`src/pkg/gpb_pkg.sv`:
```
// constants and carrier types of the eight-pin port with change detection
// assumes a 32-bit Avalon-MM register bus on a 200 MHz core clock
package gpb_pkg;

  localparam int unsigned AV_ADDR_W = 8;
  localparam int unsigned PORT_W    = 8;
  localparam int unsigned KBD_W     = 4;
  localparam int unsigned ANA_W     = 4;

  // register byte offsets
  localparam logic [AV_ADDR_W-1:0] OFS_PORT  = 8'h00;
  localparam logic [AV_ADDR_W-1:0] OFS_LATCH = 8'h04;
  localparam logic [AV_ADDR_W-1:0] OFS_DIR   = 8'h08;
  localparam logic [AV_ADDR_W-1:0] OFS_CTL2  = 8'h0C;
  localparam logic [AV_ADDR_W-1:0] OFS_CTL1  = 8'h10;
  localparam logic [AV_ADDR_W-1:0] OFS_ANA   = 8'h14;

  // field positions
  localparam int unsigned PUN_BIT    = 7;
  localparam int unsigned CMP_EN_BIT = 0;
  localparam int unsigned FLAG_BIT   = 0;
  localparam int unsigned PIN5       = 5;
  localparam int unsigned KBD_LO     = 4;

  // reset values
  localparam logic [PORT_W-1:0] DIR_RST   = 8'hFF;
  localparam logic [PORT_W-1:0] LATCH_RST = 8'h00;
  localparam logic [ANA_W-1:0]  ANA_RST   = 4'hF;
  localparam logic [KBD_W-1:0]  SNAP_RST  = 4'h0;
  localparam logic [31:0]       UNMAPPED  = 32'h0000_0000;

  // timing
  localparam int unsigned CLK_PERIOD_NS = 5;
  localparam int unsigned INSTR_NS      = 20;
  localparam int unsigned INSTR_CYCLES  =
    (INSTR_NS + CLK_PERIOD_NS - 1) / CLK_PERIOD_NS;

  typedef struct packed {
    logic                 read;
    logic                 write;
    logic [AV_ADDR_W-1:0] address;
    logic [3:0]           byteenable;
    logic [31:0]          writedata;
  } gpb_av_req_t;

  typedef struct packed {
    logic [PORT_W-1:0] pin_out;
    logic [PORT_W-1:0] pin_oe;
    logic [PORT_W-1:0] pullup_en;
  } gpb_pad_t;

  typedef enum logic [1:0] {
    BUS_IDLE = 2'b00,
    BUS_ACK  = 2'b01
  } gpb_bus_state_t;

endpackage : gpb_pkg

```
`src/rtl/gpb_port.sv`:
```
// eight-pin bidirectional port with pull-ups and change detection on pins 7..4
// assumes an Avalon-MM master on core_clk_in; pins arrive asynchronously
//
// The implementer's own choices: the Avalon-MM register port and the register offsets.
`timescale 1ns/10ps
`default_nettype none

module gpb_port
  import gpb_pkg::*;
(
  input  wire logic              core_clk_in,
  input  wire logic              rst_in,
  input  wire gpb_av_req_t       av_req_in,
  output var  logic [31:0]       av_readdata_out,
  output logic                   av_waitrequest_out,
  input  wire logic [PORT_W-1:0] pin_in,
  output logic      [PORT_W-1:0] pin_out,
  output logic      [PORT_W-1:0] pin_oe_out,
  output logic      [PORT_W-1:0] pullup_en_out,
  input  wire logic              cmp_result_in,
  output var  logic              timer_clk_out,
  output logic                   wake_out
);

  localparam logic [2:0] HOLD_LOAD = 3'(INSTR_CYCLES);
  localparam logic [2:0] HOLD_ZERO = 3'h0;
  localparam logic [2:0] HOLD_ONE  = 3'h1;

  gpb_bus_state_t    bus_state_reg;
  gpb_bus_state_t    bus_state_next;
  logic [PORT_W-1:0] dir_reg;
  logic [PORT_W-1:0] latch_reg;
  logic [ANA_W-1:0]  ana_reg;
  logic              pullup_n_reg;
  logic              cmp_en_reg;
  logic              flag_reg;
  logic              flag_next;
  logic [KBD_W-1:0]  snap_reg;
  logic [2:0]        hold_reg;
  logic [PORT_W-1:0] pin_sync;
  gpb_pad_t          pad;

  // pin synchroniser
  gpb_sync #(
    .W (PORT_W)
  ) u_sync (
    .core_clk_in (core_clk_in),
    .rst_in      (rst_in),
    .async_in    (pin_in),
    .sync_out    (pin_sync)
  );

  // bus decode
  wire req_any    = av_req_in.read | av_req_in.write;
  wire acked      = (bus_state_reg == BUS_ACK);
  wire wr_ack     = acked & av_req_in.write;
  wire rd_ack     = acked & av_req_in.read;
  wire lane0      = av_req_in.byteenable[0];
  wire sel_port   = (av_req_in.address == OFS_PORT);
  wire sel_latch  = (av_req_in.address == OFS_LATCH);
  wire sel_dir    = (av_req_in.address == OFS_DIR);
  wire sel_ctl2   = (av_req_in.address == OFS_CTL2);
  wire sel_ctl1   = (av_req_in.address == OFS_CTL1);
  wire sel_ana    = (av_req_in.address == OFS_ANA);
  wire [7:0] wd8  = av_req_in.writedata[7:0];

  // writes through the port register land in the latch
  wire wr_latch   = wr_ack & lane0 & (sel_port | sel_latch);
  wire wr_dir     = wr_ack & lane0 & sel_dir;
  wire wr_ctl2    = wr_ack & lane0 & sel_ctl2;
  wire wr_ana     = wr_ack & lane0 & sel_ana;
  wire clr_req    = wr_ack & lane0 & sel_ctl1 & ~wd8[FLAG_BIT];
  wire port_touch = acked & sel_port;

  // digital view of the pins; analogue pins read zero
  wire [PORT_W-1:0] pin_digital = pin_sync & {{(PORT_W-ANA_W){1'b1}}, ~ana_reg};

  // change detection on inputs among pins 7..4
  wire [KBD_W-1:0] kbd_live = pin_sync[PORT_W-1:KBD_LO];
  wire [KBD_W-1:0] kbd_in   = dir_reg[PORT_W-1:KBD_LO];
  wire [KBD_W-1:0] miss_bit = (kbd_live ^ snap_reg) & kbd_in;
  wire             mismatch = |miss_bit;

  // clear accepted only after the holdoff; set dominates
  wire clr_ok = clr_req & (hold_reg == HOLD_ZERO);
  always_comb begin
    flag_next = mismatch | (flag_reg & ~clr_ok);
  end

  // read mux
  wire [31:0] rd_mux =
    sel_port  ? {24'h000000, pin_digital} :
    sel_latch ? {24'h000000, latch_reg} :
    sel_dir   ? {24'h000000, dir_reg} :
    sel_ctl2  ? {24'h000000, pullup_n_reg, 6'h00, cmp_en_reg} :
    sel_ctl1  ? {31'h00000000, flag_reg} :
    sel_ana   ? {28'h0000000, ana_reg} :
    UNMAPPED;

  // one wait state per access
  always_comb begin
    case (bus_state_reg)
      BUS_IDLE: bus_state_next = req_any ? BUS_ACK : BUS_IDLE;
      BUS_ACK:  bus_state_next = BUS_IDLE;
      default:  bus_state_next = BUS_IDLE;
    endcase
  end
  assign av_waitrequest_out = req_any & ~acked;

  always_ff @(posedge core_clk_in or posedge rst_in) begin
    if (rst_in) begin
      bus_state_reg   <= BUS_IDLE;
      av_readdata_out <= UNMAPPED;
    end else begin
      bus_state_reg <= bus_state_next;
      if (req_any & ~acked) begin
        av_readdata_out <= rd_mux;
      end
    end
  end

  // configuration registers
  always_ff @(posedge core_clk_in or posedge rst_in) begin
    if (rst_in) begin
      dir_reg      <= DIR_RST;
      latch_reg    <= LATCH_RST;
      ana_reg      <= ANA_RST;
      pullup_n_reg <= 1'b1;
      cmp_en_reg   <= 1'b0;
    end else begin
      if (wr_dir) begin
        dir_reg <= wd8;
      end
      if (wr_latch) begin
        latch_reg <= wd8;
      end
      if (wr_ana) begin
        ana_reg <= wd8[ANA_W-1:0];
      end
      if (wr_ctl2) begin
        pullup_n_reg <= wd8[PUN_BIT];
        cmp_en_reg   <= wd8[CMP_EN_BIT];
      end
    end
  end

  // snapshot, holdoff and change flag
  always_ff @(posedge core_clk_in or posedge rst_in) begin
    if (rst_in) begin
      snap_reg <= SNAP_RST;
      hold_reg <= HOLD_ZERO;
      flag_reg <= 1'b0;
    end else begin
      if (port_touch) begin
        snap_reg <= kbd_live;
        hold_reg <= HOLD_LOAD;
      end else if (hold_reg != HOLD_ZERO) begin
        hold_reg <= hold_reg - HOLD_ONE;
      end
      flag_reg <= flag_next;
    end
  end

  // pad drive; pin five may carry the comparator result
  wire [PORT_W-1:0] cmp_mask = {{(PORT_W-PIN5-1){1'b0}}, cmp_en_reg, {PIN5{1'b0}}};
  wire [PORT_W-1:0] drive_val =
    (latch_reg & ~cmp_mask) | ({PORT_W{cmp_result_in}} & cmp_mask);

  always_comb begin
    pad.pin_out   = drive_val;
    pad.pin_oe    = ~dir_reg;
    pad.pullup_en = {PORT_W{~pullup_n_reg}} & dir_reg;
  end

  assign pin_out       = pad.pin_out;
  assign pin_oe_out    = pad.pin_oe;
  assign pullup_en_out = pad.pullup_en;
  assign timer_clk_out = pin_sync[PIN5];
  assign wake_out      = flag_reg;

  // ---------------- assertions ----------------
  bus_answer_a: assert property (
    @(posedge core_clk_in) disable iff (rst_in)
    (req_any && !acked) |=> !av_waitrequest_out)
    else $error("bus answer not given after one wait state");

  dir_hiz_a: assert property (
    @(posedge core_clk_in) disable iff (rst_in)
    wr_dir |=> (pin_oe_out == ~$past(wd8)))
    else $error("direction write did not set driver enables");

  latch_drive_a: assert property (
    @(posedge core_clk_in) disable iff (rst_in)
    (wr_latch && !cmp_en_reg) |=> (pin_out == $past(wd8)))
    else $error("latch write not driven on pins");

  latch_read_a: assert property (
    @(posedge core_clk_in) disable iff (rst_in)
    (req_any && !acked && av_req_in.read && sel_latch)
      |=> (av_readdata_out[7:0] == latch_reg))
    else $error("latch read does not return latch value");

  pullup_out_a: assert property (
    @(posedge core_clk_in) disable iff (rst_in)
    (pullup_en_out & pin_oe_out) == 8'h00)
    else $error("pull-up enabled on an output pin");

  pullup_rst_a: assert property (
    @(posedge core_clk_in)
    $fell(rst_in) |-> (pullup_en_out == 8'h00))
    else $error("pull-ups enabled after reset");

  analog_zero_a: assert property (
    @(posedge core_clk_in) disable iff (rst_in)
    (req_any && !acked && av_req_in.read && sel_port)
      |=> ((av_readdata_out[3:0] & $past(ana_reg)) == 4'h0))
    else $error("analogue pin read as nonzero");

  out_excluded_a: assert property (
    @(posedge core_clk_in) disable iff (rst_in)
    (dir_reg[7:4] == 4'h0 && !flag_reg) |=> !flag_reg)
    else $error("output pins raised change flag");

  mismatch_set_a: assert property (
    @(posedge core_clk_in) disable iff (rst_in)
    mismatch |=> (flag_reg && wake_out))
    else $error("mismatch did not set change flag");

  set_wins_a: assert property (
    @(posedge core_clk_in) disable iff (rst_in)
    (mismatch && clr_req) |=> flag_reg)
    else $error("clear beat a simultaneous set");

  snap_update_a: assert property (
    @(posedge core_clk_in) disable iff (rst_in)
    port_touch |=> (snap_reg == $past(kbd_live)) ##1 (hold_reg == HOLD_LOAD - HOLD_ONE))
    else $error("port access did not refresh snapshot and holdoff");

  clear_hold_a: assert property (
    @(posedge core_clk_in) disable iff (rst_in)
    (flag_reg && clr_req && hold_reg != 3'h0) |=> flag_reg)
    else $error("flag cleared inside holdoff");

  flag_clear_a: assert property (
    @(posedge core_clk_in) disable iff (rst_in)
    (flag_reg && clr_ok && !mismatch) |=> !flag_reg)
    else $error("accepted clear did not drop change flag");

  flag_sticky_a: assert property (
    @(posedge core_clk_in) disable iff (rst_in)
    (flag_reg && !clr_ok) |=> flag_reg)
    else $error("change flag dropped without accepted clear");

  pullup_on_a: assert property (
    @(posedge core_clk_in) disable iff (rst_in)
    (wr_ctl2 && !wd8[PUN_BIT]) |=> (pullup_en_out == dir_reg))
    else $error("pull-ups not enabled on input pins");

  readback_hold_a: assert property (
    @(posedge core_clk_in) disable iff (rst_in)
    !req_any |=> $stable(av_readdata_out))
    else $error("read data changed without a request");

endmodule : gpb_port
`default_nettype wire

```
`src/rtl/gpb_sync.sv`:
```
// three-stage pin synchroniser with agreement filter
// assumes asynchronous pin levels; output follows once stages two and three agree
`timescale 1ns/10ps
`default_nettype none
module gpb_sync #(
  parameter int unsigned W = 8
) (
  input  wire logic         core_clk_in,
  input  wire logic         rst_in,
  input  wire logic [W-1:0] async_in,
  output var  logic [W-1:0] sync_out
);

  genvar i;
  generate
    for (i = 0; i < W; i = i + 1) begin : g_bit
      logic s1_reg;
      logic s2_reg;
      logic s3_reg;
      logic val_reg;
      always_ff @(posedge core_clk_in or posedge rst_in) begin
        if (rst_in) begin
          s1_reg  <= 1'b0;
          s2_reg  <= 1'b0;
          s3_reg  <= 1'b0;
          val_reg <= 1'b0;
        end else begin
          s1_reg <= async_in[i];
          s2_reg <= s1_reg;
          s3_reg <= s2_reg;
          if (s2_reg == s3_reg) begin
            val_reg <= s3_reg;
          end
        end
      end
      assign sync_out[i] = val_reg;
    end
  endgenerate

endmodule : gpb_sync
`default_nettype wire

```
`config.mk`:
```
export PLATFORM = sky130hd
export DESIGN_NAME = gpb_port
export DESIGN_NICKNAME = d
export VERILOG_FILES = /design/src/pkg/gpb_pkg.sv /design/src/rtl/gpb_port.sv /design/src/rtl/gpb_sync.sv
export SDC_FILE = /design/constraint.sdc
export NUM_CORES = 1
export LEC_CHECK = 0
export ABC_AREA = 1
export BUFFER_PORTS_ARGS = -buffer_cell sky130_fd_sc_hd__buf_2
export CORE_AREA = 2 2 85 87
export DETAILED_ROUTE_END_ITERATION = 6
export DIE_AREA = 0 0 87 89
export PLACE_DENSITY = 0.77
export SLEW_MARGIN = 20
export SYNTH_ARGS = -nofsm -noshare
export SYNTH_HDL_FRONTEND = slang
export SYNTH_SLANG_ARGS = --single-unit
export TNS_END_PERCENT = 5
```
`constraint.sdc`:
```
create_clock -name core_clk_in -period 2.9 [get_ports core_clk_in]
set_clock_uncertainty 0.15 [all_clocks]
set_input_delay 0.58 -clock core_clk_in [delete_from_list [all_inputs] [get_ports core_clk_in]]
set_output_delay 0.58 -clock core_clk_in [all_outputs]
set_load 0.02 [all_outputs]
```
==> flow_metrics.py <==
metrics = {
    "yosys": {
        "synthArstFlopShare": 1.000,
        "synth_edf_count": 0,
        "syn_avg_cell_area_um2": 10.02,
        "yosysSeqAreaShare": 0.5574,
        "netlist_area_um2": 3217,
        "yosysMostFrequentCell": "dfrtp_1",
        "synth_top_area_cell": "dfrtp_1",
        "netlist_instances": 321,
        "yosys_most_used_dff": "dfrtp_1",
        "synth_top_cell_area_share": 0.4512,
        "yosysWarnings": 0,
        "ys_seq_elements": 71,
        "synth_cell_type_count": 36,
        "synth.area.top_cells": "dfrtp_1 (45%), dfstp_2 (11%), buf_4 (7.2%), nand2_1 (6.5%), o21ai_2 (3.8%)",
        "yosys-top-cells-count": "dfrtp_1 (58), nand2_1 (56), buf_4 (31)",
    },
    "worst_setup_path": {
        "cpMaxStageDelayCell": "dfrtp_1",
        "cp-startpoint": "bus_state_reg[0]$_DFF_PP0_",
        "cp.arrival_ns": 1.54,
        "cp_max_fo": 10,
        "cp_cell_sequence": "o21bai_2 > buf_4 > inv_2 > buf_2",
        "rr_startpoint": "hold_reg[0]$_DFFE_PP0P_",
        "path_buf_inv": 3,
        "crit_type": "reg2out",
        "slowest_delay_ns": 0.45,
        "start_kind": "register",
        "cp_top_family": "buffers and inverters",
        "end_kind": "output pin",
        "required_ns": 2.17,
    },
    "sta": {
        "holdWs_ns": 0.02618,
        "finalSetupTns_ns": 0,
        "slew_headroom": 0.6030,
        "finalHoldViolations": 0,
        "fmax_ghz": 0.4405,
        "min_period_over_period": 0.7828,
        "tightestPinTransition_ns": 0.5932,
        "slew_viol_final": 0,
        "grt_setup_unrepaired": "no",
        "setup_violations": 0,
        "finalCriticalPeriod_ns": 2.270,
    },
    "placement": {
        "io_buffers": 64,
        "gp_congestion": 0.8274,
        "dp.final_hpwl_um": 4776,
    },
    "routing": {
        "vias": 2320,
        "avgViaCountPerCell": 4.905,
        "drc": 0,
        "drtAntennaViolNets": 0,
        "firstDrtPassIters": 4,
        "post_drt_wl_per_cell_um": 13.49,
        "drt_iter0_drc": 152,
        "wl_um": 6380,
    },
    "power": {
        "leakagePower_nw": 1.864,
        "p_sw_mw": 0.6002,
        "p_comb_frac": 0.133,
        "p_sw_frac": 0.2715,
        "clkPwrFrac": 0.369,
        "powerDensity_nw_per_um2": 598.5,
        "seqPwrFrac": 0.499,
        "intPower_mw": 1.611,
        "vdd_drop_max_mv": 0.3789,
    },
    "min_path": {
        "hp-class": "in2async",
    },
    "layout": {
        "drive_gt1_frac": 0.3511,
        "fillers": 586,
        "num_antenna_cells": 0,
        "syn2layout_area_growth_pct": 14.86,
        "layout.nets": 447,
    },
    "floorplanning": {
        "row_count": 30,
        "pin_count": 116,
        "coreArea_um2": 6719,
        "dieHeight_um": 89,
        "die-width_um": 87,
        "start_util": 0.4788,
        "die-area_um2": 7743,
    },
    "global_routing": {
        "grt_max_degree": 31,
        "grt_use_total": 0.1751,
        "gr-total-overflow": 0,
        "grt_pass1_vias": 2148,
        "antenna_found_initial": 0,
        "grt_pass1_wl_um": 10230,
    },
    "clocking": {
        "cts_buffers": 9,
        "holdBufCountCts": 0,
        "postCtsSetupRepairBufs": 0,
        "post_cts_resize_count": 0,
        "path_clk_slew_ns": 0.08,
        "cts_max_level": 3,
        "cts_tree": "done",
        "root_buffer": "clkbuf_8",
        "cts_max_path_buffers": 2,
        "clk_latency_ns": 0.35,
        "clock-sinks": 71,
    },
    "job": {
        "max_cap_violations": 0,
    },
    "outcome": {
        "status": "finished, final reports clean",
    },
}
==> layout by cell type (no fill, tap or decap), drive strengths merged <==
cell type,netlist,layout
nand3,18,18
mux2,1,1
nand3b,1,1
buf,33,67
ha,2,2
o211a,1,1
a31oi,2,2
o211ai,1,1
xnor2,2,2
conb,1,24
o21ai,37,37
nand2,64,64
or2,1,1
o21bai,1,1
clkinv,1,3
a21oi,6,6
clkbuf,1,12
bufinv,0,1
nor3,2,2
nand4,4,4
dfrtp,58,58
dfstp,13,13
nor3b,4,4
maj3,8,8
nor2,22,22
inv,37,38
==> path summary, 6_finish.rpt <==
path	cells past startpoint	endpoint	slack (ns)
hold reg to reg	0	u_sync.g_bit[5].s2_reg$_DFF_PP0_	0.20
max in group asynchronous	3	dir_reg[4]$_DFFE_PP1P_	1.85
setup reg to reg	7	wake_out$_DFF_PP0_	1.37
hold / removal	2	u_sync.g_bit[3].s2_reg$_DFF_PP0_	0.03
setup / recovery	4	av_waitrequest_out	0.63
min in group core_clk_in	1	u_sync.g_bit[0].s1_reg$_DFF_PP0_	0.19
==> stage by stage <==
| step | std cells | power [mW] | setup WS, ns | util | instance area (µm²) |
|---|---|---|---|---|---|
| 2_1_floorplan | 344 | 1.346 | 0.3949 | - | 3303 |
| 3_3_place_gp | 457 | 1.395 | 0.9007 | 0.5190 | 3487 |
| 3_5_place_dp | 457 | 1.416 | 0.8731 | 0.5190 | 3487 |
| 4_1_cts | 473 | 2.230 | 0.6304 | 0.5499 | 3695 |
| 5_1_grt | 473 | 2.313 | 0.5682 | 0.5499 | 3695 |
| 6_report | 473 | 2.211 | 0.6297 | 0.5499 | 3695 |
==> cell type report <==
| type | count | area (µm²) | share of cell area |
|---|---|---|---|
| Sequential cell | 71 | 1793 | 0.4853 |
| Clock inverter | 4 | 52.55 | 0.01422 |
| Clock buffer | 12 | 155.1 | 0.04199 |
| Tap cell | 80 | 100.1 | 0.02709 |
| Inverter | 38 | 143.9 | 0.03894 |
| Timing Repair Buffer | 67 | 342.8 | 0.09279 |
| Multi-Input combinational cell | 201 | 1107 | 0.2997 |
==> layer usage <==
metal  share of wire  wire, µm  global-route usage  up-vias
met5               0         0                   0        -
met3           0.055       353             0.04709       12
met1            0.44      2809              0.2337     1128
met2            0.49      3126              0.2790       74
met4           0.014        90             0.05966        0
li1                -         -                   -     1106
==> worst register-to-register path, cell delays in order (launching register included) <==
cell      delay (ns)
dfrtp_1         0.36
inv_1           0.12
ha_1            0.17
inv_1           0.04
nor2_1          0.18
inv_1           0.10
o21ai_0         0.19
o211ai_1        0.11
==> power groups by stage <==
stage | Combinational, mW | Sequential (mW) | Clock, mW
after CTS | 0.296 | 1.10 | 0.831
after global placement | 0.277 | 1.12 | 0
after global routing | 0.332 | 1.11 | 0.870
final | 0.293 | 1.10 | 0.816
after detailed placement | 0.295 | 1.12 | 0
after floorplan | 0.227 | 1.12 | 0
==> cells by family after synthesis <==
family | share of synthesized area
XOR/XNOR | 0.005446
multiplexers | 0.003500
other | 0.001166
buffers and inverters | 0.1252
AND/OR/NAND/NOR | 0.1750
flip-flops | 0.5574
AO/OA/AOI/OAI | 0.09958
adder cells (fa/ha/maj) | 0.03267
No activity file was read; power rests on OpenSTA's default activity.
